## src/smc_pkg.sv

```systemverilog
`default_nettype none
package smc_pkg;
	// ==========================================================
	// Register map (byte addresses on the system bus)
	localparam logic [31:0] SMC_BANK0_CFG_OFS = 32'hffe0_0000;
	localparam logic [31:0] SMC_BANK1_CFG_OFS = 32'hffe0_0004;
	localparam logic [31:0] SMC_BANK2_CFG_OFS = 32'hffe0_0008;
	localparam logic [31:0] SMC_BANK3_CFG_OFS = 32'hffe0_000c;
	// Top six address bits of the 0x8000_0000..0x83ff_ffff window
	localparam logic [5:0]  SMC_MEM_WINDOW    = 6'h20;
	localparam int          SMC_BANK_LSB      = 24;

	// ==========================================================
	// Bank configuration fields
	localparam int SMC_IDLE_LSB  = 0;
	localparam int SMC_IDLE_W    = 4;
	localparam int SMC_RDW_LSB   = 5;
	localparam int SMC_RDW_W     = 5;
	localparam int SMC_RLE_BIT   = 10;
	localparam int SMC_WRW_LSB   = 11;
	localparam int SMC_WRW_W     = 5;
	localparam int SMC_BERR_BIT  = 24;
	localparam int SMC_WP_BIT    = 26;
	localparam int SMC_BURST_BIT = 27;
	localparam int SMC_MW_LSB    = 28;
	localparam int SMC_MW_W      = 2;
	localparam logic [1:0] SMC_MW_8  = 2'h0;
	localparam logic [1:0] SMC_MW_16 = 2'h1;
	// Reserved bits are not stored and read as zero
	localparam logic [31:0] SMC_CFG_WMASK = 32'h3d00_ffef;
	localparam logic [3:0][31:0] SMC_CFG_RESET = {
		32'h0000_fbef, 32'h1000_fbef, 32'h2000_fbef, 32'h0000_fbef};

	// ==========================================================
	// Timing offsets added to the programmed fields
	localparam int SMC_IDLE_EXTRA = 1;
	localparam int SMC_RD_EXTRA   = 3;
	localparam int SMC_WR_EXTRA   = 1;
	localparam int SMC_PAGE_LSB   = 4;
	localparam logic [1:0] SMC_BOOT_INTERNAL = 2'h3;

	// ==========================================================
	// Sequencer states
	typedef enum logic [7:0] {
		SMC_ST_IDLE   = 8'h01,
		SMC_ST_REG    = 8'h02,
		SMC_ST_ADDR   = 8'h04,
		SMC_ST_TURN   = 8'h08,
		SMC_ST_SETUP  = 8'h10,
		SMC_ST_STROBE = 8'h20,
		SMC_ST_HOLD   = 8'h40,
		SMC_ST_READ   = 8'h80
	} smc_state_e;
endpackage : smc_pkg
`default_nettype wire

```

## src/smc_static_mem_ctrl.sv

```systemverilog
`timescale 1ns/100ps
`default_nettype none
// Overview of operation
// - see AHB slave, transfers become external cycles
// - see Four 16 MB banks from 0x8000_0000
// - see Bank from address bits 25:24, one select
// - see 24-bit external address output
// - see 32-bit data, driven only on writes
// - see Four active-low chip selects
// - see Active-low output enable for reads
// - see Active-low write enable during writes
// - see Four active-low byte lane selects
// - see Idle turnaround of 1 to 16 cycles
// - see Read length 3 to 34 cycles
// - see Write strobe 1 to 32 cycles, 3 to 34 with setup and hold
// - see Write-protected banks are never written
// - see Bank width 8, 16 or 32 bits
// - see Page-mode reads keep chip select low
// - see Burst ROM subsequent reads use the write length field
// - see Bank 0 serves external boot
// - see Config registers reset values, read/write
// - see Idle field bits 3:0, plus one
// - see Read field bits 9:5, plus three
// - see Bit 10 chooses lane selects on reads
// - see Write: setup, strobe, one hold cycle
module smc_static_mem_ctrl
	import smc_pkg::*;
#(
	parameter int CNT_W = 6
)(
	input  wire logic        clk,
	input  wire logic        reset_n,
	input  wire logic        hsel,
	input  wire logic [31:0] haddr,
	input  wire logic [1:0]  htrans,
	input  wire logic        hwrite,
	input  wire logic [2:0]  hsize,
	input  wire logic [31:0] hwdata,
	input  wire logic        hready,
	output logic             hreadyout,
	output logic [31:0]      hrdata,
	output logic             hresp,
	output logic [23:0]      mem_addr,
	input  wire logic [31:0] mem_data_in,
	output logic [31:0]      mem_data_out,
	output logic             mem_data_oe_n,
	output logic [3:0]       cs_n,
	output logic             oe_n,
	output logic             we_n,
	output logic [3:0]       lane_select_n,
	input  wire logic [1:0]  boot_sel,
	output logic             boot_external
);
	// ==========================================================
	// Decoding helpers
	function automatic logic [23:0] smc_part_addr(input logic [23:0] base,
		input logic [1:0] idx, input logic [1:0] wl);
		smc_part_addr = base + (24'(idx) << wl);
	endfunction : smc_part_addr

	function automatic logic [3:0] smc_lanes(input logic [1:0] off,
		input logic [1:0] sz, input logic [1:0] wl);
		logic [1:0] nb;
		logic [3:0] ones;
		logic [1:0] lo;
		nb = (sz < wl) ? sz : wl;
		ones = 4'((5'h1 << (3'h1 << nb)) - 5'h1);
		lo = off & 2'((3'h1 << wl) - 3'h1);
		smc_lanes = ones << lo;
	endfunction : smc_lanes

	generate
		if (CNT_W < 6)
		begin : g_bad_cnt
			$error("smc_static_mem_ctrl: CNT_W must be at least 6");
		end
	endgenerate

	// ==========================================================
	// Declarations
	smc_state_e       state_reg, state_next;
	logic [31:0]      cfg_reg [4];
	logic [1:0]       bank_reg, ridx_reg, size_reg, part_reg, part_next;
	logic [23:0]      addr_reg, last_addr_reg;
	logic             write_reg, regsel_reg, size_err_reg;
	logic [31:0]      wdata_reg;
	logic [1:0]       last_bank_reg;
	logic             last_write_reg, last_valid_reg, hold_cs_reg;
	logic             strap_done_reg, subseq_reg;
	logic             hreadyout_reg, hresp_reg, we_n_reg, oe_n_reg;
	logic             mem_data_oe_n_reg, boot_external_reg;
	logic [31:0]      hrdata_reg, mem_data_out_reg;
	logic [23:0]      mem_addr_reg;
	logic [3:0]       cs_n_reg, lane_select_n_reg;
	logic             cnt_load, cnt_expire;
	logic [CNT_W-1:0] cnt_value;

	// ==========================================================
	// Request decode from the bus and the target bank's settings
	wire        accept   = hsel & hready & htrans[1];
	wire        hit_mem  = haddr[31:26] == SMC_MEM_WINDOW;
	wire        hit_reg  = haddr[31:4] == SMC_BANK0_CFG_OFS[31:4];
	wire [31:0] cfg      = cfg_reg[bank_reg];
	wire [1:0]  mw       = cfg[SMC_MW_LSB +: SMC_MW_W];
	wire [1:0]  wlog     = (mw == SMC_MW_8) ? 2'h0 :
		(mw == SMC_MW_16) ? 2'h1 : 2'h2;
	wire [1:0]  last_idx = (size_reg > wlog) ?
		2'((3'h1 << (size_reg - wlog)) - 3'h1) : 2'h0;
	wire        last_part = part_reg == last_idx;
	wire        in_read   = state_reg == SMC_ST_READ;
	wire        part_end  = (state_reg == SMC_ST_HOLD) | (in_read & cnt_expire);
	wire        skip      = size_err_reg | (write_reg & cfg[SMC_WP_BIT]);
	wire        need_turn = last_valid_reg & ((last_bank_reg != bank_reg) |
		(last_write_reg != write_reg));

	// Part counter walks the bank-width pieces of one transfer
	assign part_next = (state_reg == SMC_ST_ADDR) ? 2'h0 :
		(part_end & ~last_part) ? part_reg + 2'h1 : part_reg;

	wire [23:0] pa_next  = smc_part_addr(addr_reg, part_next, wlog);
	wire [23:0] pa_cur   = smc_part_addr(addr_reg, part_reg, wlog);
	wire [3:0]  mask_next = smc_lanes(pa_next[1:0], size_reg, wlog);
	wire [3:0]  mask_cur  = smc_lanes(pa_cur[1:0], size_reg, wlog);
	wire [1:0]  wmsk     = 2'((3'h1 << wlog) - 3'h1);
	wire [1:0]  shb_next = pa_next[1:0] & ~wmsk;
	wire [1:0]  shb_cur  = pa_cur[1:0] & ~wmsk;
	wire [31:0] wdata_next = (state_reg == SMC_ST_ADDR) ? hwdata : wdata_reg;

	// Page hit: chip select still low on a read of the same page
	wire page_hit = (hold_cs_reg | in_read) & ~write_reg &
		(bank_reg == last_bank_reg) &
		(pa_next[23:SMC_PAGE_LSB] == last_addr_reg[23:SMC_PAGE_LSB]);
	wire subseq = page_hit & cfg[SMC_BURST_BIT];
	wire [CNT_W-1:0] rd_len = subseq ?
		CNT_W'(cfg[SMC_WRW_LSB +: SMC_WRW_W]) + CNT_W'(SMC_WR_EXTRA) :
		CNT_W'(cfg[SMC_RDW_LSB +: SMC_RDW_W]) + CNT_W'(SMC_RD_EXTRA);
	wire [CNT_W-1:0] wr_len = CNT_W'(cfg[SMC_WRW_LSB +: SMC_WRW_W]) +
		CNT_W'(SMC_WR_EXTRA);
	wire [CNT_W-1:0] idle_len = CNT_W'(cfg[SMC_IDLE_LSB +: SMC_IDLE_W]) +
		CNT_W'(SMC_IDLE_EXTRA);
	wire smc_state_e start_state = write_reg ? SMC_ST_SETUP : SMC_ST_READ;

	// ==========================================================
	// Sequencer
	always_comb
	begin
		state_next = state_reg;
		cnt_load = 1'b0;
		cnt_value = rd_len;
		unique case (state_reg)
			SMC_ST_IDLE:
				if (accept)
					state_next = hit_mem ? SMC_ST_ADDR : SMC_ST_REG;
			SMC_ST_REG:
				state_next = SMC_ST_IDLE;
			SMC_ST_ADDR:
				if (skip)
					state_next = SMC_ST_IDLE;
				else if (need_turn & ~page_hit)
				begin
					state_next = SMC_ST_TURN;
					cnt_load = 1'b1;
					cnt_value = idle_len;
				end
				else
				begin
					state_next = start_state;
					cnt_load = ~write_reg;
				end
			SMC_ST_TURN:
				if (cnt_expire)
				begin
					state_next = start_state;
					cnt_load = ~write_reg;
				end
			SMC_ST_SETUP:
			begin
				state_next = SMC_ST_STROBE;
				cnt_load = 1'b1;
				cnt_value = wr_len;
			end
			SMC_ST_STROBE:
				if (cnt_expire)
					state_next = SMC_ST_HOLD;
			SMC_ST_HOLD:
				state_next = last_part ? SMC_ST_IDLE : SMC_ST_SETUP;
			SMC_ST_READ:
				if (cnt_expire)
				begin
					state_next = last_part ? SMC_ST_IDLE : SMC_ST_READ;
					cnt_load = ~last_part;
				end
			default:
				state_next = SMC_ST_IDLE;
		endcase
	end

	smc_countdown #(
		.CNT_W      (CNT_W)
	) u_phase_timer (
		.clk        (clk),
		.reset_n    (reset_n),
		.load       (cnt_load),
		.load_value (cnt_value),
		.expire     (cnt_expire)
	);

	// Chip select stays low after a read so the next page read is quick;
	// the cost is a select that lingers while the bus is idle
	wire hold_cs_next = (in_read & cnt_expire) | (hold_cs_reg &
		~((state_reg == SMC_ST_ADDR) & (state_next != SMC_ST_READ)));
	wire in_access = (state_next == SMC_ST_STROBE) |
		(state_next == SMC_ST_HOLD) | (state_next == SMC_ST_READ);
	wire in_idle = (state_next == SMC_ST_IDLE) | (state_next == SMC_ST_ADDR) |
		(state_next == SMC_ST_REG);
	wire cs_low = in_access | (hold_cs_next & in_idle);
	wire [1:0] cs_bank = in_access ? bank_reg : last_bank_reg;
	wire drive_data = (state_next == SMC_ST_SETUP) |
		(state_next == SMC_ST_STROBE) | (state_next == SMC_ST_HOLD);
	wire [3:0] lanes_next = (state_next == SMC_ST_STROBE) ? ~mask_next :
		((state_next == SMC_ST_READ) & cfg[SMC_RLE_BIT]) ? ~mask_next :
		4'hf;
	wire cfg_wr = (state_reg == SMC_ST_REG) & write_reg & regsel_reg;

	// ==========================================================
	// Request capture and sequencer state
	always_ff @(posedge clk or negedge reset_n)
	begin
		if (!reset_n)
		begin
			state_reg <= SMC_ST_IDLE;
			bank_reg <= 2'h0;
			addr_reg <= 24'h0;
			write_reg <= 1'b0;
			size_reg <= 2'h0;
			size_err_reg <= 1'b0;
			regsel_reg <= 1'b0;
			ridx_reg <= 2'h0;
			wdata_reg <= 32'h0;
			part_reg <= 2'h0;
			hold_cs_reg <= 1'b0;
			subseq_reg <= 1'b0;
		end
		else
		begin
			state_reg <= state_next;
			part_reg <= part_next;
			hold_cs_reg <= hold_cs_next;
			wdata_reg <= wdata_next;
			if (cnt_load)
				subseq_reg <= subseq & (state_next == SMC_ST_READ);
			if ((state_reg == SMC_ST_IDLE) & accept)
			begin
				bank_reg <= haddr[SMC_BANK_LSB +: 2];
				addr_reg <= haddr[23:0];
				write_reg <= hwrite;
				size_reg <= hsize[1:0];
				size_err_reg <= hsize > 3'h2;
				regsel_reg <= hit_reg;
				ridx_reg <= haddr[3:2];
			end
		end
	end

	// History of the last external access, for turnaround and page hits
	always_ff @(posedge clk or negedge reset_n)
	begin
		if (!reset_n)
		begin
			last_bank_reg <= 2'h0;
			last_addr_reg <= 24'h0;
			last_write_reg <= 1'b0;
			last_valid_reg <= 1'b0;
		end
		else if ((state_reg == SMC_ST_STROBE) | in_read)
		begin
			last_bank_reg <= bank_reg;
			last_addr_reg <= pa_cur;
			last_write_reg <= write_reg;
			last_valid_reg <= 1'b1;
		end
	end

	// ==========================================================
	// Configuration registers; hardware error flag wins over a clear
	generate
		for (genvar b = 0; b < 4; b++)
		begin : g_cfg
			always_ff @(posedge clk or negedge reset_n)
			begin
				if (!reset_n)
					cfg_reg[b] <= SMC_CFG_RESET[b];
				else
				begin
					if (cfg_wr & (ridx_reg == 2'(b)))
						cfg_reg[b] <= hwdata & SMC_CFG_WMASK;
					if ((b == 0) & ~strap_done_reg &
						(boot_sel != SMC_BOOT_INTERNAL))
						cfg_reg[b][SMC_MW_LSB +: SMC_MW_W] <= boot_sel;
					if ((state_reg == SMC_ST_ADDR) & size_err_reg &
						(bank_reg == 2'(b)))
						cfg_reg[b][SMC_BERR_BIT] <= 1'b1;
				end
			end
		end
	endgenerate

	// Boot straps are caught once, on the first edge after reset
	always_ff @(posedge clk or negedge reset_n)
	begin
		if (!reset_n)
		begin
			strap_done_reg <= 1'b0;
			boot_external_reg <= 1'b0;
		end
		else if (~strap_done_reg)
		begin
			strap_done_reg <= 1'b1;
			boot_external_reg <= boot_sel != SMC_BOOT_INTERNAL;
		end
	end

	// ==========================================================
	// Bus answer: ready low from acceptance until the sequence ends
	always_ff @(posedge clk or negedge reset_n)
	begin
		if (!reset_n)
		begin
			hreadyout_reg <= 1'b1;
			hresp_reg <= 1'b0;
			hrdata_reg <= 32'h0;
		end
		else
		begin
			hreadyout_reg <= state_next == SMC_ST_IDLE;
			hresp_reg <= 1'b0;
			if ((state_reg == SMC_ST_REG) & ~write_reg)
				hrdata_reg <= regsel_reg ? cfg_reg[ridx_reg] : 32'h0;
			else if (in_read & cnt_expire)
				for (int l = 0; l < 4; l++)
					if (mask_cur[l])
						hrdata_reg[8 * (2'(l) + shb_cur) +: 8] <=
							mem_data_in[8 * l +: 8];
		end
	end

	// External pins, registered from the next state
	always_ff @(posedge clk or negedge reset_n)
	begin
		if (!reset_n)
		begin
			mem_addr_reg <= 24'h0;
			mem_data_out_reg <= 32'h0;
			mem_data_oe_n_reg <= 1'b1;
			cs_n_reg <= 4'hf;
			oe_n_reg <= 1'b1;
			we_n_reg <= 1'b1;
			lane_select_n_reg <= 4'hf;
		end
		else
		begin
			mem_addr_reg <= pa_next;
			mem_data_out_reg <= wdata_next >> {shb_next, 3'h0};
			mem_data_oe_n_reg <= ~drive_data;
			cs_n_reg <= cs_low ? ~(4'h1 << cs_bank) : 4'hf;
			oe_n_reg <= state_next != SMC_ST_READ;
			we_n_reg <= state_next != SMC_ST_STROBE;
			lane_select_n_reg <= lanes_next;
		end
	end

	assign hreadyout = hreadyout_reg;
	assign hresp = hresp_reg;
	assign hrdata = hrdata_reg;
	assign mem_addr = mem_addr_reg;
	assign mem_data_out = mem_data_out_reg;
	assign mem_data_oe_n = mem_data_oe_n_reg;
	assign cs_n = cs_n_reg;
	assign oe_n = oe_n_reg;
	assign we_n = we_n_reg;
	assign lane_select_n = lane_select_n_reg;
	assign boot_external = boot_external_reg;

	// ==========================================================
	// Checks; phase_cyc counts cycles since the timer was loaded
	logic [CNT_W-1:0] phase_cyc;
	always_ff @(posedge clk or negedge reset_n)
	begin
		if (!reset_n)
			phase_cyc <= '0;
		else
			phase_cyc <= cnt_load ? CNT_W'(1) : phase_cyc + CNT_W'(1);
	end
endmodule : smc_static_mem_ctrl
`default_nettype wire

```

## src/smc_countdown.sv

```systemverilog
`timescale 1ns/100ps
`default_nettype none
// ==========================================================
// Down counter timing the turnaround, strobe and read phases of an external access
module smc_countdown #(
	parameter int CNT_W = 6
)(
	input  wire logic             clk,
	input  wire logic             reset_n,
	input  wire logic             load,
	input  wire logic [CNT_W-1:0] load_value,
	output logic                  expire
);
	logic [CNT_W-1:0] count_reg;

	generate
		if (CNT_W < 6)
		begin : g_bad_width
			$error("smc_countdown: CNT_W must be at least 6");
		end
	endgenerate

	// A load of N makes expire rise in the Nth cycle after the load
	always_ff @(posedge clk or negedge reset_n)
	begin
		if (!reset_n)
			count_reg <= '0;
		else if (load)
			count_reg <= load_value;
		else if (count_reg != '0)
			count_reg <= count_reg - 1'b1;
	end

	assign expire = (count_reg == CNT_W'(1));
endmodule : smc_countdown
`default_nettype wire

```

## config.mk

```make
export PLATFORM = sky130hd
export DESIGN_NAME = smc_static_mem_ctrl
export DESIGN_NICKNAME = d
export VERILOG_FILES = /design/src/smc_pkg.sv /design/src/smc_static_mem_ctrl.sv /design/src/smc_countdown.sv
export SDC_FILE = /design/constraint.sdc
export NUM_CORES = 1
export LEC_CHECK = 0
export ABC_AREA = 0
export BUFFER_PORTS_ARGS = -buffer_cell sky130_fd_sc_hd__buf_2
export CAP_MARGIN = 15
export CELL_PAD_IN_SITES_DETAIL_PLACEMENT = 1
export CELL_PAD_IN_SITES_GLOBAL_PLACEMENT = 2
export CORE_ASPECT_RATIO = 0.9
export CORE_MARGIN = 1
export CORE_UTILIZATION = 38
export DETAILED_ROUTE_END_ITERATION = 8
export PLACE_DENSITY_LB_ADDON = 0.3
export SLEW_MARGIN = 20
export SYNTH_ARGS = -nofsm -noshare
export SYNTH_HDL_FRONTEND = slang
export SYNTH_SLANG_ARGS = --single-unit
```

## constraint.sdc

```tcl
create_clock -name clk -period 7.4 [get_ports clk]
set_clock_uncertainty 0.05 [all_clocks]
set_input_delay 2.22 -clock clk [delete_from_list [all_inputs] [get_ports clk]]
set_output_delay 2.22 -clock clk [all_outputs]
set_load 0.1 [all_outputs]
```

Word level (Yosys, flattened, before mapping):

Cells that the tools add are included.
Widths: inputs -> output; s select.

* bits in registers: 292
* latch bits: 0
* RAM bits: 0
* memory bits (read-only): 0
* input bits: 108
* output and inout port bits: 102
* memories: 0

* add/sub/neg operators: 18
* multiply operators: 0
* divide/modulo/power cells: 0
* magnitude comparators: 5
* equal/unequal tests: 33
* shifts and indexed selects: 18
* muxes and demuxes: 65
* bitwise gates (word level): 57
* reductions and logical operators: 11

Operator list (number)
* $mux 32: 16
* $shift 8x34->32 const A: 4
* $shiftx 8x34->32: 4
* $bmux 32 s2: 2
* $bwmux 32: 4
* $neg 6->34: 3
* $mux 30: 3
* $mux 25: 3
* $mux 8: 8
* $pmux 8 s7: 1
* $add 24x24->24: 2
* $shl 2x2->24: 2
* $neg 5->34: 1
* $shr 32x5->32: 1
* $mux 6: 5
* $and 1x1->1: 29
* $eq 28x28->1 const B: 1
* $eq 20x20->1: 1
* $eq 8x1->1 const B: 2
* $eq 8x2->1 const B: 2
* $eq 8x3->1 const B: 2
* $eq 8x5->1 const B: 2
* $eq 8x6->1 const B: 2
* $eq 8x7->1 const B: 2
* other kinds (47): 105

Depth between registers and ports, before layout:

* word-level depth: 33
* gate-level depth with buffers: 31
* gate-level depth less buffers: 27

Hierarchy:

A second synthesis with hierarchy kept.

* cells, all modules: 1544
* area, all modules: 15884.0 µm²

By module, submodules not included
* smc_static_mem_ctrl: times used 1, cells each 1501, area an instance 15501.1 µm², seq. area each 7095.6 µm²
* smc_countdown: times used 1, cells each 43, area an instance 382.9 µm², seq. area each 150.1 µm²

Least setup slack after synthesis:

OpenSTA, ideal clock, no wires.

* kind: reg2reg
* from: register bank_reg[0]
* to: register u_phase_timer.count_reg[4]
* setup time: 0.080 ns
* arrival time: 6.114 ns
* required time: 7.270 ns
* setup slack: 1.155 ns
* stages on the path, launching flop included: 30
* cell sequence: dfrtp_1 -> buf_2 -> mux4_2 -> buf_2 -> inv_1 -> nand2_1 -> inv_1 -> ha_1 -> fa_1 -> nor2_1 -> mux2_2 -> a21oi_1 -> o21ai_1 -> a21oi_1 -> nand2_1 -> xnor2_1 -> nand2_1 -> mux2_2 -> nor2_1 -> ha_1 -> a211o_1 -> a21o_1 -> a211oi_2 -> o22ai_1 -> a2111oi_0 -> or4b_4 -> nor2_8 -> a21oi_4 -> mux2_4 -> o211ai_2

* longest elaborated chain between the ends: 26
* elaborated cells on any way between the ends: 45
* those cells by class: add/sub (6); order compare (1); eq/ne (5); shift (2); mux (17); bitwise (12); reduce/logical (2)

Ends and longest elaborated chain
* start, declared: RTL line smc_static_mem_ctrl.sv:83 `logic [1:0] bank_reg, ridx_reg, size_reg, part_reg, part_next;`
* start signal, assigned: RTL line smc_static_mem_ctrl.sv:254 `bank_reg <= haddr[SMC_BANK_LSB +: 2];`
* $not 2->3 (not written as such): RTL line smc_static_mem_ctrl.sv:103 `wire [31:0] cfg = cfg_reg[bank_reg];`
* $bmux 32 s2: RTL line smc_static_mem_ctrl.sv:103
* $mux 30 (not written as such) (2 in series): RTL line smc_static_mem_ctrl.sv:103
* $eq 2x1->1: RTL line smc_static_mem_ctrl.sv:106 `(mw == SMC_MW_16) ? 2'h1 : 2'h2;`
* $mux 2: RTL line smc_static_mem_ctrl.sv:106
* $mux 2: RTL line smc_static_mem_ctrl.sv:105 `wire [1:0] wlog = (mw == SMC_MW_8) ? 2'h0 :`
* $sub 2x2->2: RTL line smc_static_mem_ctrl.sv:108 `2'((3'h1 << (size_reg - wlog)) - 3'h1) : 2'h0;`
* $shl 1x2->2: RTL line smc_static_mem_ctrl.sv:108
* [9 not listed]
* $eq 20x20->1: RTL line smc_static_mem_ctrl.sv:132 `(pa_next[23:SMC_PAGE_LSB] == last_addr_reg[23:SMC_PAGE_LSB]);`
* $and 1x1->1: RTL line smc_static_mem_ctrl.sv:131 `(bank_reg == last_bank_reg) &`
* $and 1x1->1 / $not 1->1 (equally long branches): RTL line smc_static_mem_ctrl.sv:133, smc_static_mem_ctrl.sv:159
* $mux 6 / $and 1x1->1 (equally long branches): RTL line smc_static_mem_ctrl.sv:134, smc_static_mem_ctrl.sv:159
* $mux 6 / $mux 1 (equally long branches): RTL line smc_static_mem_ctrl.sv:159 `else if (need_turn & ~page_hit)`
* $mux 6 / $mux 1 (equally long branches): RTL line smc_static_mem_ctrl.sv:157 `if (skip)`
* $pmux 6 s2 / $pmux 1 s4 (equally long branches): RTL line smc_static_mem_ctrl.sv:150 `unique case (state_reg)`
* $mux 6 / $reduce_bool 2->1 (equally long branches)
* end signal, assigned: RTL line smc_countdown.sv:29 `count_reg <= load_value;`
* end signal, assigned: RTL line smc_countdown.sv:31 `count_reg <= count_reg - 1'b1;`
* end, declared: RTL line smc_countdown.sv:14 `logic [CNT_W-1:0] count_reg;`

Several ways; a longest one is shown, not always the timed one. The select of a mux whose other input is x is not followed.
A chain may end at the register's enable or synchronous reset.

Worst setup path in the final report:

* from: register bank_reg[0]
* to: register u_phase_timer.count_reg[3]

Same word-level chain as after synthesis.

==> results.json <==
{
  "antenna_found_initial": 3,
  "relSlewSlack_pct": 22.5,
  "ys_warn_count": 0,
  "fin_nets": 1798,
  "via_per_inst": 5.62,
  "die_w_um": 216,
  "cts_inserted_buffers": 34,
  "ys_types": 98,
  "cts_sinks": 286,
  "yosys.area_share.simple_pct": 15.7,
  "ant_nets": 0,
  "ys_top_cells_by_area": "dfrtp_1 34%, dfstp_2 12%, mux2_2 6.9%, mux4_2 6.3%, nand2_1 4.6%",
  "root_buffer": "clkbuf_16",
  "cts_buffer_depth": 3,
  "gp_congestion": 0.923,
  "core_um2": 40600,
  "hold_start": "hrdata[7]$_DFFE_PN0P_",
  "min_period_ps": 6980,
  "synth_fa_ha_area_share_pct": 2.38,
  "total_power_uw": 7970,
  "synth_edf_count": 0,
  "io_buffers": 207,
  "tightestPinTransition_ps": 1160,
  "critPathLaunchType": "register",
  "drive_above_1_share_pct": 31.9,
  "final_cell_mix": "215 x dfrtp_1, 206 x buf_2, 192 x nand2_1, 96 x mux2_2, 94 x o21ai_0",
  "final_common_cell": "dfrtp_1",
  "holdPathStages": 2,
  "initial_utilization_pct": 38.5,
  "cts_tree": "built",
  "grt_pass1_vias": 13000,
  "slew_viol_final": 0,
  "synth_mux_area_share_pct": 15.2,
  "htreeDepth": 2,
  "drtPass1Iterations": 7,
  "area_delta_synth_final_pct": 17.8,
  "timing_worst_setup_path_type": "register to register",
  "synth.top_cell.area_share_pct": 34.4,
  "r2r_cells": 27,
  "largest_reg_flops": 80,
  "n_antenna_cell": 0,
  "reg2reg_slack_ps": 420,
  "dpl.hpwl_mm": 37.1,
  "ys_seq_area_share_pct": 46.3,
  "regToRegStartpoint": "bank_reg[0]$_DFFE_PN0P_",
  "grt_overflow": 0,
  "critPathTopFamily": "compound AO/OA/AOI/OAI gates",
  "grt_use_total_pct": 24.4,
  "status": "finished, final reports clean",
  "cp_max_fo": 15,
  "synth_ff_type": "dfrtp_1",
  "synth_seq_cells": 286,
  "synth_area_um2": 15600,
  "die_h_um": 194,
  "crit_path_end_kind": "register",
  "ios": 210,
  "setup-violations-final": 0,
  "synthCells": 1474,
  "clock_latency_ps": 540,
  "worstPathArrival_ps": 7380,
  "fmax_ghz": 0.143,
  "cp-startpoint": "bank_reg[0]$_DFFE_PN0P_",
  "grt_max_degree": 115,
  "synth_top_area_cell": "dfrtp_1",
  "clk_pin_slew_worst_paths_ps": 60,
  "hold_end": "hrdata[7]$_DFFE_PN0P_",
  "place_area_um2": 17200,
  "power_density_nw_per_um2": 432,
  "dr.first_iter.drc_count": 805,
  "cpMostUsedCell": "nand2_1",
  "cp.required_ps": 7800,
  "postCtsHoldBufs": 0,
  "wl_mm": 50.9,
  "min_path_type": "register to register",
  "cp_num_buf_inv": 2,
  "fin_tns_setup_ps": 0,
  "hold_viol_final": 0,
  "rows": 70,
  "final_area_um2": 18400,
  "ir_drop_mv": 0.455,
  "avgSynthCellArea_um2": 10.6,
  "post_synth_xor_area_fraction_pct": 4.33,
  "rsz0062_at_grt": "false",
  "leakagePower_uw": 0.00833,
  "slowest_delay_ps": 600,
  "post-route-period-util_pct": 94.3,
  "drc_errors": 0,
  "max_cap_violations": 0,
  "cpMaxStageDelayCell": "mux4_2",
  "grt_pass1_wl_mm": 79.3,
  "wl_per_cell_um": 22.9,
  "vias": 12500,
  "async_flop_share_pct": 100,
  "fp.dieArea_um2": 42000,
  "r2r-end": "u_phase_timer.count_reg[3]$_DFFE_PN0P_",
  "synth_top_family_by_area": "simple AND/OR/NAND/NOR gates",
  "synth_compound_area_share_pct": 12.8
}
## through the flow
step | hold WS [ps] | util (%) | setup WS (ps) | std cells
3_3_place_gp | 409 | 42.4 | 495 | 2166
5_1_grt | 458 | 45.3 | 14.1 | 2227
6_report | 428 | 45.3 | 420 | 2227
2_1_floorplan | 394 | - | 1160 | 1476
3_5_place_dp | 421 | 42.4 | 360 | 2166
4_1_cts | 435 | 45.3 | 280 | 2227
## per-layer routing
layer	global-route usage, %	share of wire (%)	wire, um
met5	0	0.057	29
met4	5.49	1.8	911
met3	5.16	5.8	2960
met2	37.1	45	22900
met1	35.5	47	24200
## tightest hold or removal path, cell delays in order (launching register included)
cell     delay (ps)
dfrtp_1         340
nand2_1          50
o21ai_0          60
## where the power goes
part | internal [uW] | switching [uW] | leakage (uW)
clock | 1070 | 712 | 0.000577
sequential | 1910 | 347 | 0.00330
combinational | 977 | 2960 | 0.00445
## what timing repair did
item / in CTS / in global routing
gates resized for setup: 0 / 2
setup endpoints to repair: 0 / 14
setup buffers: 0 / 0
## area by class of cell
class                           instances  area [um^2]
Clock buffer                           50         1010
Clock inverter                         11          179
Inverter                               43          161
Fill cell                            4532        22200
Sequential cell                       286         7250
Timing Repair Buffer                  230         1230
Tap cell                              540          676
Multi-Input combinational cell       1067         7920
## how the worst max path moves through the flow
stage                                                   to  slack [ps]  cells after the start
floorplan           u_phase_timer.count_reg[4]$_DFFE_PN0P_        1160                     29
global placement    u_phase_timer.count_reg[4]$_DFFE_PN0P_         500                     26
detailed placement  u_phase_timer.count_reg[3]$_DFFE_PN0P_         360                     27
CTS                 u_phase_timer.count_reg[3]$_DFFE_PN0P_         280                     27
global route        u_phase_timer.count_reg[3]$_DFFE_PN0P_          10                     27
finish              u_phase_timer.count_reg[3]$_DFFE_PN0P_         420                     27
## cell usage after synthesis, types with 9 or more instances
library cell	n
nand2b_1	10
nor4_1	10
nor2_1	94
a211oi_1	11
dfrtp_1	215
a22oi_1	30
nand2_1	192
mux4_2	44
nor3_1	21
o21ai_0	94
mux2_2	96
a21oi_1	55
xnor2_1	43
nor2b_1	14
nand3_1	47
inv_1	43
dfstp_2	71
buf_1	9
a221oi_1	10
nand4_1	12
and2_1	13
mux2i_1	27
o31ai_1	10
and3_1	26
a22o_1	10
xor2_1	24
ha_1	25
clkbuf_1	57
o211ai_1	12
## cells by family after synthesis
| family | Yosys count |
|---|---|
| AO/OA/AOI/OAI | 301 |
| XOR/XNOR | 71 |
| adder cells (fa/ha/maj) | 28 |
| buffers and inverters | 123 |
| flip-flops | 286 |
| multiplexers | 169 |
| other | 2 |
| AND/OR/NAND/NOR | 494 |
Note: power is estimated with default switching activity, not from simulation.
